--- src/design/crg_cfg.svh ---
// timing counts, reset values and phase constants of the clock and ready generator
`ifndef CRG_CFG_SVH
`define CRG_CFG_SVH

// reset values of output and state flops
`define CRG_OE_RST 1'b1
`define CRG_LVL_RST 1'b0
`define CRG_PAIR_RST 2'b00
`define CRG_STAT_RST 2'b11

// core-clock cycles after reset release before the strap is caught
`define CRG_STRAP_LAST 2'd2

// ticks from cycle start: last tick of the status state, and ticks before ready is sampled
`define CRG_TS_LAST 2'd1
`define CRG_REL_TICKS 3'd3
`define CRG_TICK_MAX 3'd7

// peripheral clock level forced at the first bus cycle start after reset
`define CRG_PCLK_ALIGN 1'b1

`endif

--- src/design/crg_pkg.sv ---
// types shared by the clock and ready generator modules
package crg_pkg;

  typedef enum logic [2:0] {
    ST_IDLE,
    ST_SETTLE,
    ST_CMD_P1,
    ST_CMD_P2,
    ST_HELD
  } crg_rdy_state_t;

  typedef enum logic {
    SRC_CRYSTAL,
    SRC_EXTERNAL
  } crg_src_t;

endpackage

--- src/design/crg_rdy_if.sv ---
// link between the clock front end and the ready qualifier
`timescale 1ns/1ps
interface crg_rdy_if (
  input wire logic clk,
  input wire logic rst
);
  logic tick;
  logic cycle_start;
  logic sync_ready_n;
  logic sync_enable_n;
  logic async_ready_n;
  logic async_enable_n;
  logic pull;
  logic async_won;

  modport ctl (
    input clk, rst, pull, async_won,
    output tick, cycle_start, sync_ready_n, sync_enable_n, async_ready_n, async_enable_n
  );
  modport qual (
    input clk, rst, tick, cycle_start, sync_ready_n, sync_enable_n, async_ready_n,
    input async_enable_n,
    output pull, async_won
  );
endinterface

--- src/design/crg_ready_qual.sv ---
// ready qualifier: sequences the command state and decides when ready is pulled low
`timescale 1ns/1ps
`include "crg_cfg.svh"
module crg_ready_qual (
  crg_rdy_if.qual rif
);

  crg_pkg::crg_rdy_state_t state_r;
  logic [1:0] ts_cnt_r;
  logic async_hit_r;
  logic pull_r;
  logic async_won_r;
  logic async_ok;
  logic sync_ok;

  // an input counts only while its own enable is low
  assign async_ok = ~rif.async_enable_n & ~rif.async_ready_n;
  assign sync_ok = ~rif.sync_enable_n & ~rif.sync_ready_n;

  assign rif.pull = pull_r;
  assign rif.async_won = async_won_r;

  // all steps happen on system-clock falling edges (tick)
  always_ff @(posedge rif.clk or posedge rif.rst) begin
    if (rif.rst) begin
      state_r <= crg_pkg::ST_IDLE;
      ts_cnt_r <= `CRG_PAIR_RST;
      async_hit_r <= `CRG_LVL_RST;
      pull_r <= `CRG_LVL_RST;
      async_won_r <= `CRG_LVL_RST;
    end else if (rif.tick) begin
      if (rif.cycle_start) begin
        // float ready so the pull-up can restore it
        state_r <= crg_pkg::ST_SETTLE;
        ts_cnt_r <= `CRG_PAIR_RST;
        pull_r <= 1'b0;
        async_won_r <= 1'b0;
        async_hit_r <= 1'b0;
      end else begin
        case (state_r)
          crg_pkg::ST_SETTLE: begin
            ts_cnt_r <= ts_cnt_r + 2'd1;
            if (ts_cnt_r == `CRG_TS_LAST) begin
              // async ready taken at command start, resolved over one cycle
              async_hit_r <= async_ok;
              state_r <= crg_pkg::ST_CMD_P1;
            end
          end
          crg_pkg::ST_CMD_P1: begin
            if (async_hit_r) begin
              pull_r <= 1'b1;
              async_won_r <= 1'b1;
              state_r <= crg_pkg::ST_HELD;
            end else if (sync_ok) begin
              // sync ready taken at end of phase 1
              pull_r <= 1'b1;
              state_r <= crg_pkg::ST_HELD;
            end else begin
              // neither enabled input active: one more command state
              state_r <= crg_pkg::ST_CMD_P2;
            end
          end
          crg_pkg::ST_CMD_P2: begin
            async_hit_r <= async_ok;
            state_r <= crg_pkg::ST_CMD_P1;
          end
          crg_pkg::ST_HELD: begin
            // sync input is disregarded once async has won
            if (async_won_r ? (~rif.async_enable_n & rif.async_ready_n)
                            : (~rif.sync_enable_n & rif.sync_ready_n)) begin
              pull_r <= 1'b0;
            end
          end
          crg_pkg::ST_IDLE: begin
            pull_r <= 1'b0;
          end
          default: begin
            state_r <= crg_pkg::ST_IDLE;
          end
        endcase
      end
    end
  end

  a_start_floats: assert property (@(posedge rif.clk) disable iff (rif.rst)
    rif.tick && rif.cycle_start |=> !pull_r && state_r == crg_pkg::ST_SETTLE)
    else $error("ready not released at cycle start");

  a_wait_insert: assert property (@(posedge rif.clk) disable iff (rif.rst)
    rif.tick && !rif.cycle_start && state_r == crg_pkg::ST_CMD_P1 && !async_hit_r && !sync_ok
    |=> !pull_r && state_r == crg_pkg::ST_CMD_P2)
    else $error("wait state not inserted");

  a_sync_pull: assert property (@(posedge rif.clk) disable iff (rif.rst)
    rif.tick && !rif.cycle_start && state_r == crg_pkg::ST_CMD_P1 && sync_ok
    |=> pull_r)
    else $error("enabled sync ready did not pull ready low");

  a_async_sync_ign: assert property (@(posedge rif.clk) disable iff (rif.rst)
    state_r == crg_pkg::ST_HELD && async_won_r && rif.tick && !rif.cycle_start
    && async_ok |=> pull_r)
    else $error("sync ready not ignored after async win");

  a_release_high: assert property (@(posedge rif.clk) disable iff (rif.rst)
    state_r == crg_pkg::ST_HELD && !async_won_r && rif.tick && !rif.cycle_start
    && !rif.sync_enable_n && rif.sync_ready_n |=> !pull_r)
    else $error("ready not released on enabled input high");

  c_wait_state: cover property (@(posedge rif.clk) disable iff (rif.rst)
    state_r == crg_pkg::ST_CMD_P2 && rif.tick);
  c_async_end: cover property (@(posedge rif.clk) disable iff (rif.rst) $rose(async_won_r));

endmodule

--- src/design/crg_clock_ready_gen.sv ---
// clock and ready generator: system and peripheral clocks, open-collector ready
`timescale 1ns/1ps
`include "crg_cfg.svh"
// Notes on behaviour
// - strap low selects crystal source
// - strap high selects external frequency input
// - system clock duty follows the source, peripheral clock 50% duty
// - peripheral clock is half system clock
// - peripheral clock aligned at first bus cycle
// - ready high ends command adds wait
// - ready low before closing edge ends cycle
// - wait only when both inputs inactive/disabled
// - async win ignores sync until cycle end
// - ready floated at each bus cycle start
// - three system cycles before ready sampled
// - enabled active input pulls ready low
// - ready low until new cycle or input high
// - ready held low during reset
// - sync ready sampled end of phase one
// - async ready sampled one cycle earlier
module crg_clock_ready_gen (
  // clock and reset
  input wire logic core_clk_i,
  input wire logic rst_i,
  // frequency sources and strap
  input wire logic crystal_pin_a_i,
  output logic crystal_pin_b_o,
  input wire logic external_frequency_input_i,
  input wire logic src_select_i,
  // bus status, active low
  input wire logic bus_status_low_bit_n_i,
  input wire logic bus_status_high_bit_n_i,
  // ready inputs and enables, active low
  input wire logic sync_ready_in_n_i,
  input wire logic sync_ready_enable_n_i,
  input wire logic async_ready_in_n_i,
  input wire logic async_ready_enable_n_i,
  // open-collector ready line
  input wire logic ready_n_i,
  output logic ready_n_o,
  output logic ready_n_oe_o,
  // clock outputs
  output logic sys_clk_o,
  output logic pclk_o
);

  // two-flop synchronisers, one bit per pin
  localparam int NSYNC = 10;
  logic [NSYNC-1:0] pin_s1_r;
  logic [NSYNC-1:0] pin_s2_r;
  logic [NSYNC-1:0] pin_raw;

  logic xtal_s;
  logic efi_s;
  logic strap_s;
  logic st0_s;
  logic st1_s;
  logic sync_ready_in_s;
  logic sren_s;
  logic async_ready_in_s;
  logic aren_s;
  logic line_s;

  crg_pkg::crg_src_t src_sel_r;
  logic strap_done_r;
  logic [1:0] strap_cnt_r;
  logic src_lvl;
  logic src_prev_r;
  logic sys_clk_r;
  logic sys_rise;
  logic sys_fall;
  logic pclk_r;
  logic aligned_r;
  logic [1:0] stat_prev_r;
  logic cycle_start;
  logic ready_oe_r;
  logic ready_out_r;
  logic xtal_drv_r;
  logic [2:0] tick_cnt_r;

  function automatic logic fell(input logic prev, input logic cur);
    fell = prev & ~cur;
  endfunction

  assign pin_raw = {ready_n_i, async_ready_enable_n_i, async_ready_in_n_i,
                    sync_ready_enable_n_i, sync_ready_in_n_i, bus_status_high_bit_n_i,
                    bus_status_low_bit_n_i, src_select_i, external_frequency_input_i,
                    crystal_pin_a_i};

  always_ff @(posedge core_clk_i or posedge rst_i) begin
    if (rst_i) begin
      pin_s1_r <= '0;
      pin_s2_r <= '0;
    end else begin
      pin_s1_r <= pin_raw;
      pin_s2_r <= pin_s1_r;
    end
  end

  assign xtal_s = pin_s2_r[0];
  assign efi_s = pin_s2_r[1];
  assign strap_s = pin_s2_r[2];
  assign st0_s = pin_s2_r[3];
  assign st1_s = pin_s2_r[4];
  assign sync_ready_in_s = pin_s2_r[5];
  assign sren_s = pin_s2_r[6];
  assign async_ready_in_s = pin_s2_r[7];
  assign aren_s = pin_s2_r[8];
  assign line_s = pin_s2_r[9];

  // strap caught once after reset release, once the synchroniser holds the pin
  always_ff @(posedge core_clk_i or posedge rst_i) begin
    if (rst_i) begin
      strap_cnt_r <= `CRG_PAIR_RST;
      strap_done_r <= `CRG_LVL_RST;
      src_sel_r <= crg_pkg::SRC_CRYSTAL;
    end else if (!strap_done_r) begin
      strap_cnt_r <= strap_cnt_r + 2'd1;
      if (strap_cnt_r == `CRG_STRAP_LAST) begin
        strap_done_r <= 1'b1;
        src_sel_r <= strap_s ? crg_pkg::SRC_EXTERNAL : crg_pkg::SRC_CRYSTAL;
      end
    end
  end

  // source must already run at the system clock rate, twice the processor rate; no divide here
  assign src_lvl = (src_sel_r == crg_pkg::SRC_EXTERNAL) ? efi_s : xtal_s;

  // inverting drive back to the crystal keeps the oscillator loop closed
  always_ff @(posedge core_clk_i or posedge rst_i) begin
    if (rst_i) begin
      xtal_drv_r <= `CRG_LVL_RST;
    end else begin
      xtal_drv_r <= ~xtal_s;
    end
  end

  // system clock follows the source, so its duty matches the source's
  always_ff @(posedge core_clk_i or posedge rst_i) begin
    if (rst_i) begin
      sys_clk_r <= `CRG_LVL_RST;
      src_prev_r <= `CRG_LVL_RST;
    end else begin
      sys_clk_r <= strap_done_r & src_lvl;
      src_prev_r <= sys_clk_r;
    end
  end

  assign sys_rise = ~src_prev_r & sys_clk_r;
  assign sys_fall = fell(src_prev_r, sys_clk_r);

  // status sampled on system-clock falling edges
  always_ff @(posedge core_clk_i or posedge rst_i) begin
    if (rst_i) begin
      stat_prev_r <= `CRG_STAT_RST;
    end else if (sys_fall) begin
      stat_prev_r <= {st1_s, st0_s};
    end
  end

  assign cycle_start = sys_fall & (fell(stat_prev_r[0], st0_s) | fell(stat_prev_r[1], st1_s));

  // peripheral clock: toggles per system rise, forced once to the processor phase
  always_ff @(posedge core_clk_i or posedge rst_i) begin
    if (rst_i) begin
      pclk_r <= `CRG_LVL_RST;
      aligned_r <= `CRG_LVL_RST;
    end else if (cycle_start && !aligned_r) begin
      pclk_r <= `CRG_PCLK_ALIGN;
      aligned_r <= 1'b1;
    end else if (sys_rise) begin
      pclk_r <= ~pclk_r;
    end
  end

  crg_rdy_if rif (
    .clk(core_clk_i),
    .rst(rst_i)
  );

  assign rif.tick = sys_fall;
  assign rif.cycle_start = cycle_start;
  assign rif.sync_ready_n = sync_ready_in_s;
  assign rif.sync_enable_n = sren_s;
  assign rif.async_ready_n = async_ready_in_s;
  assign rif.async_enable_n = aren_s;

  crg_ready_qual u_qual (
    .rif(rif.qual)
  );

  // ready driven low through reset so the bus controller idles
  always_ff @(posedge core_clk_i or posedge rst_i) begin
    if (rst_i) begin
      ready_oe_r <= `CRG_OE_RST;
      ready_out_r <= `CRG_LVL_RST;
    end else begin
      ready_oe_r <= rif.pull;
      ready_out_r <= `CRG_LVL_RST;
    end
  end

  // ticks since the last cycle start, saturating; only the checks read it
  always_ff @(posedge core_clk_i or posedge rst_i) begin
    if (rst_i) begin
      tick_cnt_r <= '0;
    end else if (cycle_start) begin
      tick_cnt_r <= '0;
    end else if (sys_fall && tick_cnt_r != `CRG_TICK_MAX) begin
      tick_cnt_r <= tick_cnt_r + 3'd1;
    end
  end

  assign crystal_pin_b_o = xtal_drv_r;
  assign sys_clk_o = sys_clk_r;
  assign pclk_o = pclk_r;
  assign ready_n_o = ready_out_r;
  assign ready_n_oe_o = ready_oe_r;

  a_reset_ready_low: assert property (@(posedge core_clk_i)
    rst_i |-> ready_n_oe_o)
    else $error("ready not driven low in reset");

  a_release_window: assert property (@(posedge core_clk_i) disable iff (rst_i)
    $rose(ready_n_oe_o) |-> tick_cnt_r >= `CRG_REL_TICKS)
    else $error("ready pulled before three system cycles");

  a_start_float: assert property (@(posedge core_clk_i) disable iff (rst_i)
    cycle_start |-> ##2 !ready_n_oe_o)
    else $error("ready line not floated after cycle start");

  a_pclk_toggle: assert property (@(posedge core_clk_i) disable iff (rst_i)
    sys_rise && !cycle_start |=> pclk_o != $past(pclk_o))
    else $error("peripheral clock missed a system rise");

  a_pclk_steady: assert property (@(posedge core_clk_i) disable iff (rst_i)
    !sys_rise && !(cycle_start && !aligned_r) |=> $stable(pclk_o))
    else $error("peripheral clock moved off a system rise");

  a_pclk_align: assert property (@(posedge core_clk_i) disable iff (rst_i)
    cycle_start && !aligned_r |=> pclk_o == `CRG_PCLK_ALIGN && aligned_r)
    else $error("peripheral clock not aligned at first cycle");

  a_src_crystal: assert property (@(posedge core_clk_i) disable iff (rst_i)
    strap_done_r && src_sel_r == crg_pkg::SRC_CRYSTAL |=> sys_clk_o == $past(xtal_s))
    else $error("crystal not used as source");

  a_src_external: assert property (@(posedge core_clk_i) disable iff (rst_i)
    strap_done_r && src_sel_r == crg_pkg::SRC_EXTERNAL |=> sys_clk_o == $past(efi_s))
    else $error("external input not used as source");

  a_pull_hold: assert property (@(posedge core_clk_i) disable iff (rst_i)
    ready_n_oe_o && !$past(sys_fall) && !$past(rst_i) |=> ready_n_oe_o)
    else $error("ready released off a system falling edge");

  c_sync_end: cover property (@(posedge core_clk_i) disable iff (rst_i)
    $rose(ready_n_oe_o) && !rif.async_won);
  c_align: cover property (@(posedge core_clk_i) disable iff (rst_i) $rose(aligned_r));
  c_line_low: cover property (@(posedge core_clk_i) disable iff (rst_i)
    ready_n_oe_o && !line_s);

endmodule

--- config.mk ---
export PLATFORM = sky130hd
export DESIGN_NAME = crg_clock_ready_gen
export DESIGN_NICKNAME = d
export VERILOG_FILES = /design/src/design/crg_pkg.sv /design/src/design/crg_rdy_if.sv /design/src/design/crg_ready_qual.sv /design/src/design/crg_clock_ready_gen.sv
export VERILOG_INCLUDE_DIRS = /design/src /design/src/design
export SDC_FILE = /design/constraint.sdc
export NUM_CORES = 1
export LEC_CHECK = 0
export BUFFER_PORTS_ARGS = -buffer_cell sky130_fd_sc_hd__buf_2
export CAP_MARGIN = 20
export CELL_PAD_IN_SITES_DETAIL_PLACEMENT = 0
export CELL_PAD_IN_SITES_GLOBAL_PLACEMENT = 1
export CORE_MARGIN = 5
export CORE_UTILIZATION = 24
export DETAILED_ROUTE_END_ITERATION = 8
export GPL_TIMING_DRIVEN = 0
export HOLD_SLACK_MARGIN = 0.08
export PLACE_DENSITY_LB_ADDON = 0.1
export SYNTH_ARGS = -nofsm -noshare
export SYNTH_HDL_FRONTEND = slang
export SYNTH_HIERARCHICAL = 1
export SYNTH_SLANG_ARGS = --single-unit
--- constraint.sdc ---
create_clock -name core_clk_i -period 2.7 [get_ports core_clk_i]
set_input_delay 0.405 -clock core_clk_i [delete_from_list [all_inputs] [get_ports core_clk_i]]
set_output_delay 0.405 -clock core_clk_i [all_outputs]
set_load 0.02 [all_outputs]
== Word level (Yosys, flattened, before mapping) ==
Index checks and enable logic that the tools add are counted.
W data, S select, Z words.

* Equality and inequality tests: 10
* $mul: 0
* Reductions and logical operators: 16
* Bitwise gates (word level): 22
* Order comparisons: 0
* Div/mod/pow operators: 0
* Shift-type cells: 0
* Muxes and demuxes: 25
* $add $sub $neg: 2

{| class="wikitable"
|+ Operator list
! kind !! count
|-
| $mux W1 || 16
|-
| $mux W3 || 4
|-
| $pmux W3 S4 || 1
|-
| $not A1 Y1 || 11
|-
| $and A1 B1 Y1 || 10
|-
| $reduce_and A3 Y1 || 3
|-
| $reduce_bool A2 Y1 || 4
|-
| $eq A3 B2 Y1 const B || 2
|-
| $ne A3 B2 Y1 const B || 2
|-
| $add A2 B1 Y2 const B || 2
|-
| $mux W2 || 2
|-
| $ne A4 B2 Y1 const B || 1
|-
| $reduce_and A2 Y1 || 2
|-
| $reduce_and A4 Y1 || 1
|-
| $reduce_bool A4 Y1 || 1
|-
| $eq A3 B1 Y1 const B || 1
|-
| $eq A3 B3 Y1 const B || 1
|-
| $logic_not A3 Y1 || 1
|-
| $pmux W1 S3 || 1
|-
| $reduce_bool A3 Y1 || 1
|-
| $eq A2 B1 Y1 const B || 1
|-
| $eq A2 B2 Y1 const B || 1
|-
| $ne A2 B1 Y1 const B || 1
|-
| $pmux W1 S2 || 1
|-
| 4 further kinds || 4
|}

* Output and inout port bits: 5
* RAM bits: 0
* Logic and storage cells: 92
* Memory bits (read-only): 0
* Input port bits: 12
* Memories: 0
* Register bits after elaboration: 38
* Latch bits: 0

== Longest topological paths before layout ==
Gate-level depths: netlist (run 1).

* Depth in word-level cells: 6
* Depth in mapped cells: 7
* Gate-level depth less buffers: 6

== Modules after synthesis ==
Netlist (run 1), hierarchy kept.

{| class="wikitable"
|+ By module, submodules not included
! module !! cells an instance !! area each (um^2) !! sequential area each (um^2) !! times used
|-
| crg_clock_ready_gen || 55 || 949.7 || 754.5 || 1
|-
| crg_ready_qual || 54 || 525.5 || 200.2 || 1
|}

== Least setup slack after synthesis (run 1) ==
OpenSTA, ideal clock, no wires.

* Path kind: register -> register
* Start point: register sys_clk_r, in the netlist sys_clk_o
* End point: register u_qual.ts_cnt_r[0]
* Data required time: 2.579 ns
* Path buffers: 1
* Arrival: 1.388 ns
* Clock period less this slack: 1.508 ns
* Library setup time: 0.121 ns
* Cell stages (with the launch flop): 8
* Slack: 1.192 ns
* Cell sequence: dfrtp_1 nor2b_4 o21ai_2 inv_1 clkbuf_1 nand2b_1 nor2_1 a22o_1

* Longest elaborated chain between the ends: 5
* Elaborated cells between the ends (all ways): 6
* Classes of those cells: 1 x mux; 3 x bitwise; 2 x reduce/logical

{| class="wikitable"
|+ RTL lines
! what !! RTL line !! source
|-
| start, declared || crg_clock_ready_gen.sv:69 || <nowiki>logic sys_clk_r;</nowiki>
|-
| start signal, assigned || crg_clock_ready_gen.sv:141 || <nowiki>sys_clk_r <= `CRG_LVL_RST;</nowiki>
|-
| start signal, assigned || crg_clock_ready_gen.sv:144 || <nowiki>sys_clk_r <= strap_done_r & src_lvl;</nowiki>
|-
| $not A1 Y1 (*) || crg_clock_ready_gen.sv:82 || <nowiki>fell = prev & ~cur;</nowiki>
|-
| $and A1 B1 Y1 (*) || crg_clock_ready_gen.sv:82 ||
|-
| net rif.tick || crg_rdy_if.sv:7 || <nowiki>logic tick;</nowiki>
|-
| $and A1 B1 Y1 (*) || crg_clock_ready_gen.sv:161 || <nowiki>assign cycle_start = sys_fall & (fell(stat_prev_r[0], st0_s) | fell(stat_prev_r[1], st1_s));</nowiki>
|-
| net cycle_start || crg_clock_ready_gen.sv:75 || <nowiki>logic cycle_start;</nowiki>
|-
| $reduce_bool A2 Y1 (no source line) || n/a ||
|-
| $reduce_and A2 Y1 (no source line) || n/a ||
|-
| end signal, assigned || crg_ready_qual.sv:27 || <nowiki>ts_cnt_r <= `CRG_PAIR_RST;</nowiki>
|-
| end signal, assigned || crg_ready_qual.sv:35 || <nowiki>ts_cnt_r <= `CRG_PAIR_RST;</nowiki>
|-
| end signal, assigned || crg_ready_qual.sv:42 || <nowiki>ts_cnt_r <= ts_cnt_r + 2'd1;</nowiki>
|-
| end, declared || crg_ready_qual.sv:9 || <nowiki>logic [1:0] ts_cnt_r;</nowiki>
|}

The timed path passes the listed nets; every way through them passes the cells marked *.
A chain may end at the register's enable or synchronous reset.

== Final worst setup path (run 1) ==
* Start point: register stat_prev_r[1]
* End point: register u_qual.ts_cnt_r[0]

* Longest elaborated chain between the ends: 5
* Elaborated cells between the ends (all ways): 6
* Classes of those cells: 1 x mux; 3 x bitwise; 2 x reduce/logical

{| class="wikitable"
|+ RTL lines
! what !! RTL line !! source
|-
| start, declared || crg_clock_ready_gen.sv:74 || <nowiki>logic [1:0] stat_prev_r;</nowiki>
|-
| start signal, assigned || crg_clock_ready_gen.sv:155 || <nowiki>stat_prev_r <= `CRG_STAT_RST;</nowiki>
|-
| start signal, assigned || crg_clock_ready_gen.sv:157 || <nowiki>stat_prev_r <= {st1_s, st0_s};</nowiki>
|-
| $and A1 B1 Y1 (*) || crg_clock_ready_gen.sv:82 ||
|-
| $or A1 B1 Y1 (*) || crg_clock_ready_gen.sv:161 ||
|-
| $and A1 B1 Y1 (*) || crg_clock_ready_gen.sv:161 ||
|-
| net cycle_start || crg_clock_ready_gen.sv:75 ||
|-
| $reduce_bool A2 Y1 (no source line) || n/a ||
|-
| $reduce_and A2 Y1 (no source line) || n/a ||
|}

Marked as above.

==> results.sh, run 1 <==
export IMPL_fin_crit_sh_pct=63.9
export IMPL_via_per_inst=3.93
export IMPL_diodes=0
export IMPL_power_mw=1.46
export IMPL_dieArea_um2=7810
export IMPL_max_freq_mhz=580
export IMPL_cp_arrival_ns=1.90
export IMPL_clockBufferDepth=2
export IMPL_power_density_nw_per_um2=823
export IMPL_timing_worst_setup_path_type="reg -> reg"
export IMPL_routed_wl_um=2360
export IMPL_route_antenna_remaining_nets=0
export IMPL_drive_gt1_share_pct=30.3
export IMPL_synth_edf_count=0
export IMPL_synth_area_um2=1480
export IMPL_cts_max_level=2
export IMPL_clk_latency_ns=0.28
export IMPL_gp_congestion=0.710
export IMPL_synth_avg_cell_area_um2=13.5
export IMPL_period_needed_ns=1.73
export IMPL_top_level_ports=17
export IMPL_cts_hold_buffers=0
export IMPL_worstPathRequired_ns=2.87
export IMPL_cp_start_kind="flop"
export IMPL_start_util_pct=24.8
export IMPL_area_growth_pct=20.0
export IMPL_cts_setup_buffers=0
export IMPL_grt_pass1_vias=924
export IMPL_cts_reportedPaths_clkPinSlew_ns=0.07
export IMPL_wl_per_cell_um=11.4
export IMPL_ys_ff_latch=38
export IMPL_tightest_slew_ns=0.725
export IMPL_rsz0062_at_grt="no"
export IMPL_die_h_um=88.4
export IMPL_netlist_instances=109
export IMPL_gr_total_overflow=0
export IMPL_slew_viol_final=0
export IMPL_setup_tns_ns=0
export IMPL_layout_commonest_cell="dfrtp_1"
export IMPL_vdd_drop_max_mv=0.270
export IMPL_status="finished clean"
export IMPL_drc=0
export IMPL_die_x_um=88.4
export IMPL_firstDrtPassIters=2
export IMPL_clock_skew_ns=0.00526
export IMPL_cts_root_buf="clkbuf_8"
export IMPL_synth_warnings=6
export IMPL_p_leak_nw=0.789
export IMPL_syn_nets=123
export IMPL_num_rows=28
export IMPL_gr_usage_all_layers_pct=7.34
export IMPL_cts_resized=0
export IMPL_synth_async_reset_ratio_pct=100
export IMPL_end_kind="flop"
export IMPL_cts_buffers=5
export IMPL_hp_class="in -> async"
export IMPL_core_um2=5960
export IMPL_setup_violations=0
export IMPL_cts_tree="yes"
export IMPL_slew_headroom_pct=51.6
export IMPL_hpwl_um=1700
export IMPL_drt_iter0_drc=65
export IMPL_cts_sinks=38
export IMPL_drv_cap=0
export IMPL_antenna_found_initial=0
export IMPL_ys_flop_type="dfrtp_1"
export IMPL_grt_first_pass_wirelength_um=4310
export IMPL_hold_viol=0
export IMPL_nNetsFinal=145
export IMPL_final_cell_mix="35 x dfrtp_1, 14 x buf_2, 8 x inv_1, 6 x o21ai_0, 6 x clkbuf_8"
export IMPL_vias=813
export IMPL_io_buffer_count=14
export IMPL_grt_max_degree=20
export IMPL_ys_seq_area_share_pct=64.7
export IMPL_cp_max_fo=10
export IMPL_ys_types=38
area by class of cell:
type                    count  area, um2
plain buffers               4       30.0
clock inverters             1       30.0
clock buffers               7       86.3
repair buffers             15       85.1
multi-input cells          58        457
fillers                   622       4190
well taps                  75       93.8
flip-flops and latches     38        955
inverters                   9       33.8
synthesized netlist by cell type, types with 2 or more instances:
cell / n / share of area [%]
dfrtp_1: 35 / 59
inv_1: 8 / 2.0
o21ai_0: 6 / 2.0
a21oi_1: 4 / 1.4
nand2b_1: 4 / 1.7
nor2b_1: 4 / 1.7
dfstp_2: 3 / 5.3
mux2_4: 3 / 3.1
mux2i_1: 3 / 2.0
nand2_1: 3 / 0.76
nor3_1: 3 / 1.0
buf_4: 2 / 1.0
ha_1: 2 / 1.7
nor2_1: 2 / 0.51
nor3b_2: 2 / 1.7
o21bai_1: 2 / 1.0
xnor2_1: 2 / 1.2
per-stage QoR:
stage	instances	hold slack (ns)	cell area (um2)	utilization, %	setup slack [ns]
after detailed placement	199	0.335	1650	27.8	0.966
after floorplan	109	0.221	1480	-	1.19
after global placement	198	0.333	1640	27.5	0.992
after CTS	207	0.0945	1770	29.7	0.950
after global routing	207	0.124	1770	29.7	0.784
final	207	0.0823	1770	29.7	0.974
critical path, stage by stage (launching register included):
cell and delay (ns):
dfstp_2 0.53, nor2b_1 0.16, o21ai_2 0.09, inv_1 0.06
clkbuf_1 0.34, nand2b_1 0.20, nor2_1 0.05, a22o_1 0.17
where the power goes:
part	internal [mW]	switching, mW	leakage, nW	total, mW
sequential	0.656	0.0651	0.426	0.721
combinational	0.119	0.126	0.304	0.246
clock	0.301	0.189	0.0585	0.490
total	1.08	0.381	0.789	1.46
flip-flops by register name, summed over array words and instances, names as in the netlist:
signal	flops
sys_clk_o	1
stat_prev_r	2
u_qual/async_hit_r	1
pin_s1_r	9
pclk_o	1
crystal_pin_b_o	1
u_qual/rif.pull	1
ready_n_oe_o	1
strap_done_r	1
src_prev_r	1
aligned_r	1
u_qual/rif.async_won	1
pin_s2_r	9
src_sel_r	1
u_qual/state_r	3
u_qual/ts_cnt_r	2
strap_cnt_r	2
metal layers:
layer	global-route usage [%]	wire [um]	part of all wire, %
met1	9.15	1110	47
met2	10.9	1090	46
met3	2.42	110	4.7
met4	4.53	52	2.2
met5	0	0	0
cell families after synthesis:
group	Yosys count	share of synthesized area, %
muxes	6	5.09
buffers and inverters	13	4.32
AOI/OAI and AO/OA	20	8.57
xor gates and xnor gates	2	1.19
other	1	0.254
and+or+nand+nor	27	14.2
DFF	38	64.7
adders and majority gates	2	1.70
path summary, 6_finish.rpt:
path / slack [ns] / endpoint / depth (start not counted) / startpoint
worst min register to register: 0.35 / pin_s2_r[2] / 0 / pin_s1_r[2]
max in group asynchronous: 1.84 / ready_n_oe_o / 3 / rst_i
worst max-delay path: 0.97 / u_qual/ts_cnt_r[0] / 7 / stat_prev_r[1]
min in group core_clk_i: 0.22 / pin_s1_r[4] / 1 / bus_status_high_bit_n_i
worst min-delay path: 0.08 / u_qual/state_r[1] / 2 / rst_i
worst max register to register: 0.97 / u_qual/ts_cnt_r[0] / 7 / stat_prev_r[1]
No activity file was read; power rests on OpenSTA's default activity.
==> run 2: changes to the inputs <==
Settings changed: ABC_AREA from default to 1.
Clock period 2.7 ns to 1.69 ns, I/O delays scaled along.
==> run 2 against run 1 <==
Net effect:
- routed wire length rose by 9.7%
- utilization rose by 2.2 points
- non-clock buffer count rose by 11
- clock-buffer cell count fell by 1
- via count rose by 23%
- combinational power rose by 30%
- flip-flop and latch count did not move
- die area fell by 1.7%
- critical path type unchanged
- highest routed layer unchanged
==> results.sh, run 2 <==
export IMPL_wl_per_cell_um=10.1
export IMPL_synth_most_common_cell="dfrtp_1"
export IMPL_via_per_inst=3.93
export IMPL_die_h_um=87.7
export IMPL_synthTopCellsByCount="35 x dfrtp_1, 30 x nand2_1, 23 x inv_1"
export IMPL_worstPathRequired_ns=1.87
export IMPL_clock_skew_ns=0.00239
export IMPL_ys_ff_latch=38
export IMPL_cp_max_fo=4
export IMPL_gr_usage_all_layers_pct=7.87
export IMPL_synth_largest_area_cell="dfrtp_1"
export IMPL_netlist_instances=143
export IMPL_dp_cells=233
export IMPL_cts_buffers=5
export IMPL_top_level_ports=17
export IMPL_tightest_slew_ns=0.711
export IMPL_syn_nets=157
export IMPL_timing_worst_setup_path_type="reg -> reg"
export IMPL_gp_congestion=0.727
export IMPL_core_um2=5890
export IMPL_drv_cap=0
export IMPL_die_x_um=87.7
export IMPL_vdd_drop_max_mv=0.412
export IMPL_antenna_found_initial=0
export IMPL_gr_total_overflow=0
export IMPL_firstDrtPassIters=4
export IMPL_final_area_um2=1880
export IMPL_slew_headroom_pct=52.6
export IMPL_route_antenna_remaining_nets=0
export IMPL_cts_reportedPaths_clkPinSlew_ns=0.07
export IMPL_ys_top_cells_by_area="dfrtp_1 61%, nand2_1 7.8%, inv_1 6.0%"
export IMPL_diodes=0
export IMPL_final_seq_area_um2=955
export IMPL_grt_max_degree=18
export IMPL_start_util_pct=24.6
export IMPL_synth_edf_count=0
export IMPL_ys_types=23
export IMPL_drc=0
export IMPL_status="finished clean"
export IMPL_cts_tree="yes"
export IMPL_num_rows=28
export IMPL_routed_wl_um=2590
export IMPL_p_leak_nw=0.917
export IMPL_layout_commonest_cell="dfrtp_1"
export IMPL_hpwl_um=1890
export IMPL_drt_iter0_drc=26
export IMPL_area_growth_pct=29.9
export IMPL_end_kind="flop"
export IMPL_synth_warnings=6
export IMPL_ys_seq_area_share_pct=65.9
export IMPL_hold_viol=0
export IMPL_period_needed_ns=1.51
export IMPL_clk_latency_ns=0.28
export IMPL_final_cell_mix="35 x dfrtp_1, 30 x nand2_1, 23 x inv_1, 14 x buf_2, 11 x nand3_1"
export IMPL_fin_util_pct=32.0
export IMPL_cts_root_buf="clkbuf_8"
export IMPL_top_regs="pin_s1_r: 9 flops, pin_s2_r: 9 flops, u_qual/state_r: 3 flops"
export IMPL_multi_input_area_um2=408
export IMPL_clockBufferDepth=2
export IMPL_cts_sinks=38
export IMPL_grt_first_pass_wirelength_um=4730
export IMPL_nFillCells=608
export IMPL_synth_area_um2=1450
export IMPL_synth_async_reset_ratio_pct=100
export IMPL_setup_tns_ns=0
export IMPL_nNetsFinal=193
export IMPL_rsz0062_at_grt="no"
export IMPL_ys_flop_type="dfrtp_1"
export IMPL_max_freq_mhz=662
export IMPL_setup_violations=0
export IMPL_io_buffer_count=14
export IMPL_cp_start_kind="flop"
export IMPL_synth_avg_cell_area_um2=10.1
export IMPL_power_density_nw_per_um2=1070
export IMPL_grt_pass1_vias=1050
export IMPL_fin_crit_sh_pct=89.4
export IMPL_dpl_instance_area_um2=1640
export IMPL_yosys_area_top_type_share_pct=60.5
export IMPL_slew_viol_final=0
export IMPL_cp_arrival_ns=1.69
export IMPL_fin_cells=255
export IMPL_drive_gt1_share_pct=23.3
export IMPL_hp_class="reg -> reg"
export IMPL_vias=1002
export IMPL_cts_max_level=2
export IMPL_dieArea_um2=7690
## run 2: cell count changes in the layout (fill, tap and decap cells not counted), moves of 3 or more
cell and delta:
dlygate4sd3_1 +10, nor2b_1 -4, nor2_4 +3, nand3_1 +11, buf_4 +3, o21ai_0 -4
nor3_1 -3, mux2_4 -3, o21ai_1 +6, nor2_1 +8, inv_1 +15, nand2b_1 -4
nand2_1 +27, mux2i_1 -3
## run 2: area by class of cell
type | instances | area share (%)
Sequential cell | 38 | 50.8
Multi-Input combinational cell | 79 | 21.7
Timing Repair Buffer | 29 | 12.1
Inverter | 25 | 4.99
Tap cell | 75 | 4.99
Clock buffer | 6 | 4.39
Clock inverter | 2 | 0.665
Buffer | 1 | 0.399
## run 2: metal layers
layer	global-route usage, %	part of all wire [%]
met1	9.57	44
met2	13.0	52
met3	2.26	3.4
met4	3.35	0.97
met5	0	0
## run 2: cell families after synthesis
group,Yosys count,synth area share (%)
AND/OR/NAND/NOR,60,18.8
flip-flops,38,65.9
AO/OA/AOI/OAI,15,5.70
XOR/XNOR,1,0.605
adder cells (fa/ha/maj),2,1.73
buffers and inverters,26,7.00
other,1,0.259
## run 2: repair_timing
item,4_1_cts,5_1_grt
setup endpoints to repair,6,5
hold endpoints to repair,17,0
resized for setup,1,1
buffers inserted,2,2
hold buffers,10,0
pin swaps,0,1
## run 2: worst max-delay path, cell delays in order, from the launching register on
cell and delay, ns:
dfstp_2 0.54, nand2_1 0.10, a21oi_4 0.21, buf_4 0.14, nor2_1 0.06, nand2_1 0.06, nand2_1 0.07, inv_1 0.06
nand3_1 0.06, nand2_1 0.06, nand2_1 0.04
## run 2: worst paths after layout
kind	cells after the start	slack [ns]	endpoint	start
worst max-delay path	10	0.18	u_qual/rif.pull	stat_prev_r[1]
worst min-delay path	0	0.35	pin_s2_r[5]	pin_s1_r[5]
worst max register to register	10	0.18	u_qual/rif.pull	stat_prev_r[1]
worst min register to register	0	0.35	pin_s2_r[5]	pin_s1_r[5]
max in group asynchronous	4	0.45	ready_n_oe_o	rst_i
min in group asynchronous	3	0.49	u_qual/async_hit_r	rst_i
## run 2: power breakdown
part	internal (mW)	leakage (nW)	total, mW	switching (mW)
clock network	0.328	0.0472	0.636	0.308
registers	1.01	0.445	1.05	0.0436
logic	0.129	0.425	0.319	0.190
total	1.47	0.917	2.01	0.542
## run 2: per-stage QoR
step / worst slack, ns / total power, mW / hold slack, ns
after floorplan: 0.0984 / 1.27 / 0.0692
after global placement: -0.132 / 1.35 / 0.259
after global routing: 0.0380 / 2.15 / 0.362
final: 0.179 / 2.01 / 0.350
after CTS: 0.0424 / 2.05 / 0.354
after detailed placement: -0.119 / 1.37 / 0.264
==> run 3: changes to the inputs <==
Settings changed: CAP_MARGIN 20 to 10, PLACE_DENSITY from default to 0.57, PLACE_DENSITY_LB_ADDON 0.1 to default.
==> run 3 against run 2 <==
Net effect:
- critical path depth is 1 higher
- sequential share of layout area rose by 0.68 points
- register-to-register slack is essentially flat
- flip-flop and latch count did not move
- fmax about the same
- non-clock buffer count is 2 lower
- power fell by 3.3%
- first-iteration DRC count fell by 12%
- utilization decreased by 0.38 points
- critical endpoint unchanged
- clock power decreased by 8.3%
==> results.sh, run 3 (synthesis results as in run 2) <==
export IMPL_layout_commonest_cell="dfrtp_1"
export IMPL_cts_reportedPaths_clkPinSlew_ns=0.07
export IMPL_antenna_found_initial=0
export IMPL_period_needed_ns=1.51
export IMPL_gr_total_overflow=0
export IMPL_die_h_um=87.7
export IMPL_status="finished clean"
export IMPL_drive_gt1_share_pct=22.5
export IMPL_core_um2=5890
export IMPL_fin_util_pct=31.6
export IMPL_cp_max_fo=5
export IMPL_area_growth_pct=28.3
export IMPL_fin_crit_sh_pct=89.5
export IMPL_drc=0
export IMPL_num_rows=28
export IMPL_diodes=0
export IMPL_top_level_ports=17
export IMPL_max_freq_mhz=661
export IMPL_p_leak_nw=0.897
export IMPL_cts_buffers=5
export IMPL_via_per_inst=3.74
export IMPL_drv_cap=0
export IMPL_grt_max_degree=31
export IMPL_clockBufferDepth=2
export IMPL_power_density_nw_per_um2=1050
export IMPL_grt_first_pass_wirelength_um=4290
export IMPL_final_cell_mix="34 x dfrtp_1, 29 x nand2_1, 23 x inv_1, 14 x buf_2, 11 x nand3_1"
export IMPL_wl_per_cell_um=9.40
export IMPL_cts_sinks=38
export IMPL_cp_start_kind="flop"
export IMPL_multi_input_area_um2=410
export IMPL_gp_congestion=0.779
export IMPL_r2r_start="sys_clk_o"
export IMPL_hpwl_um=1630
export IMPL_setup_violations=0
export IMPL_hold_viol=0
export IMPL_dieArea_um2=7690
export IMPL_clk_latency_ns=0.28
export IMPL_cts_tree="yes"
export IMPL_final_seq_area_um2=956
export IMPL_fin_worst_hold_slack_ns=0.349
export IMPL_cts_root_buf="clkbuf_8"
export IMPL_start_util_pct=24.6
export IMPL_clock_skew_ns=0.00972
export IMPL_end_kind="flop"
export IMPL_routed_wl_um=2380
export IMPL_top_regs="pin_s1_r: 9 flops, pin_s2_r: 9 flops, u_qual/state_r: 3 flops"
export IMPL_io_buffer_count=14
export IMPL_slew_viol_final=0
export IMPL_vias=947
export IMPL_hold_end="pin_s2_r[3]"
export IMPL_vdd_drop_max_mv=0.535
export IMPL_firstDrtPassIters=4
export IMPL_hp_class="reg -> reg"
export IMPL_whs_path_depth=0
export IMPL_timing_worst_setup_path_type="reg -> reg"
export IMPL_nNetsFinal=191
export IMPL_rrSetupSlack_ns=0.18
export IMPL_gr_usage_all_layers_pct=7.26
export IMPL_rsz0062_at_grt="no"
export IMPL_cts_max_level=2
export IMPL_rr_worst_depth=11
export IMPL_r2r_end="u_qual/rif.pull"
export IMPL_drt_iter0_drc=23
export IMPL_cp_arrival_ns=1.68
export IMPL_nFillCells=627
export IMPL_route_antenna_remaining_nets=0
export IMPL_hold_path_startpoint="pin_s1_r[3]"
export IMPL_die_x_um=87.7
export IMPL_grt_pass1_vias=953
export IMPL_worstPathRequired_ns=1.86
## run 3: through the flow
step | setup slack, ns | total power, mW | std cells | instance area, um2 | TNS [ns]
3_3_place_gp | -0.143 | 1.34 | 232 | 1620 | -0.608
4_1_cts | 0.0581 | 1.97 | 251 | 1810 | 0
2_1_floorplan | 0.0984 | 1.27 | 143 | 1450 | 0
3_5_place_dp | -0.112 | 1.34 | 232 | 1620 | -0.415
5_1_grt | 0.00819 | 2.08 | 253 | 1860 | 0
6_report | 0.178 | 1.94 | 253 | 1860 | 0
## run 3: layout make-up
type	instances	share of cell area, %
buffer	1	0.404
clock buffer	7	4.11
clock inverter	1	0.404
inverter	25	5.05
multi-input combinational	79	22.1
sequential	38	51.4
tap	75	5.05
timing repair buffer	27	11.4
## run 3: what timing repair did
action                     in CTS  in global routing
hold buffers                   10                  0
pin swaps                       1                  1
hold endpoints to repair       17                  0
buffers inserted                1                  1
gates resized for setup         1                  3
setup endpoints to repair       6                  4
## run 3: critical path: stages (launching register included)
cell and delay [ns]:
dfrtp_2 0.46, nor2_4 0.13, inv_2 0.08, a21oi_4 0.16, buf_4 0.16, nor2_1 0.07, nand2_1 0.07, nand2_1 0.07
inv_1 0.05, nand3_1 0.06, nand2_1 0.06, nand2_1 0.04
## run 3: power breakdown
part	leakage (nW)	internal (mW)	switching (mW)
Sequential	0.444	1.01	0.0435
Combinational	0.414	0.124	0.181
Clock	0.0385	0.291	0.292
## run 3: worst max path at each step
stage,to,startpoint,depth (start not counted),slack (ns)
2_1_floorplan,u_qual/state_r[2],sys_clk_o,9,0.1
3_3_place_gp,u_qual/state_r[2],sys_clk_o,9,-0.14
3_5_place_dp,u_qual/state_r[2],sys_clk_o,9,-0.11
4_1_cts,u_qual/state_r[2],sys_clk_o,9,0.06
5_1_grt,u_qual/rif.pull,sys_clk_o,11,0.008
6_report,u_qual/rif.pull,sys_clk_o,11,0.18
## run 3: routing by layer
layer / GRT usage (%) / share of wire [%] / vias up
met1: 8.85 / 47 / 425
met2: 11.5 / 47 / 15
met4: 2.93 / 1.8 / 0
li1: - / - / 501
met5: 0 / 0 / -
met3: 2.82 / 4.3 / 6
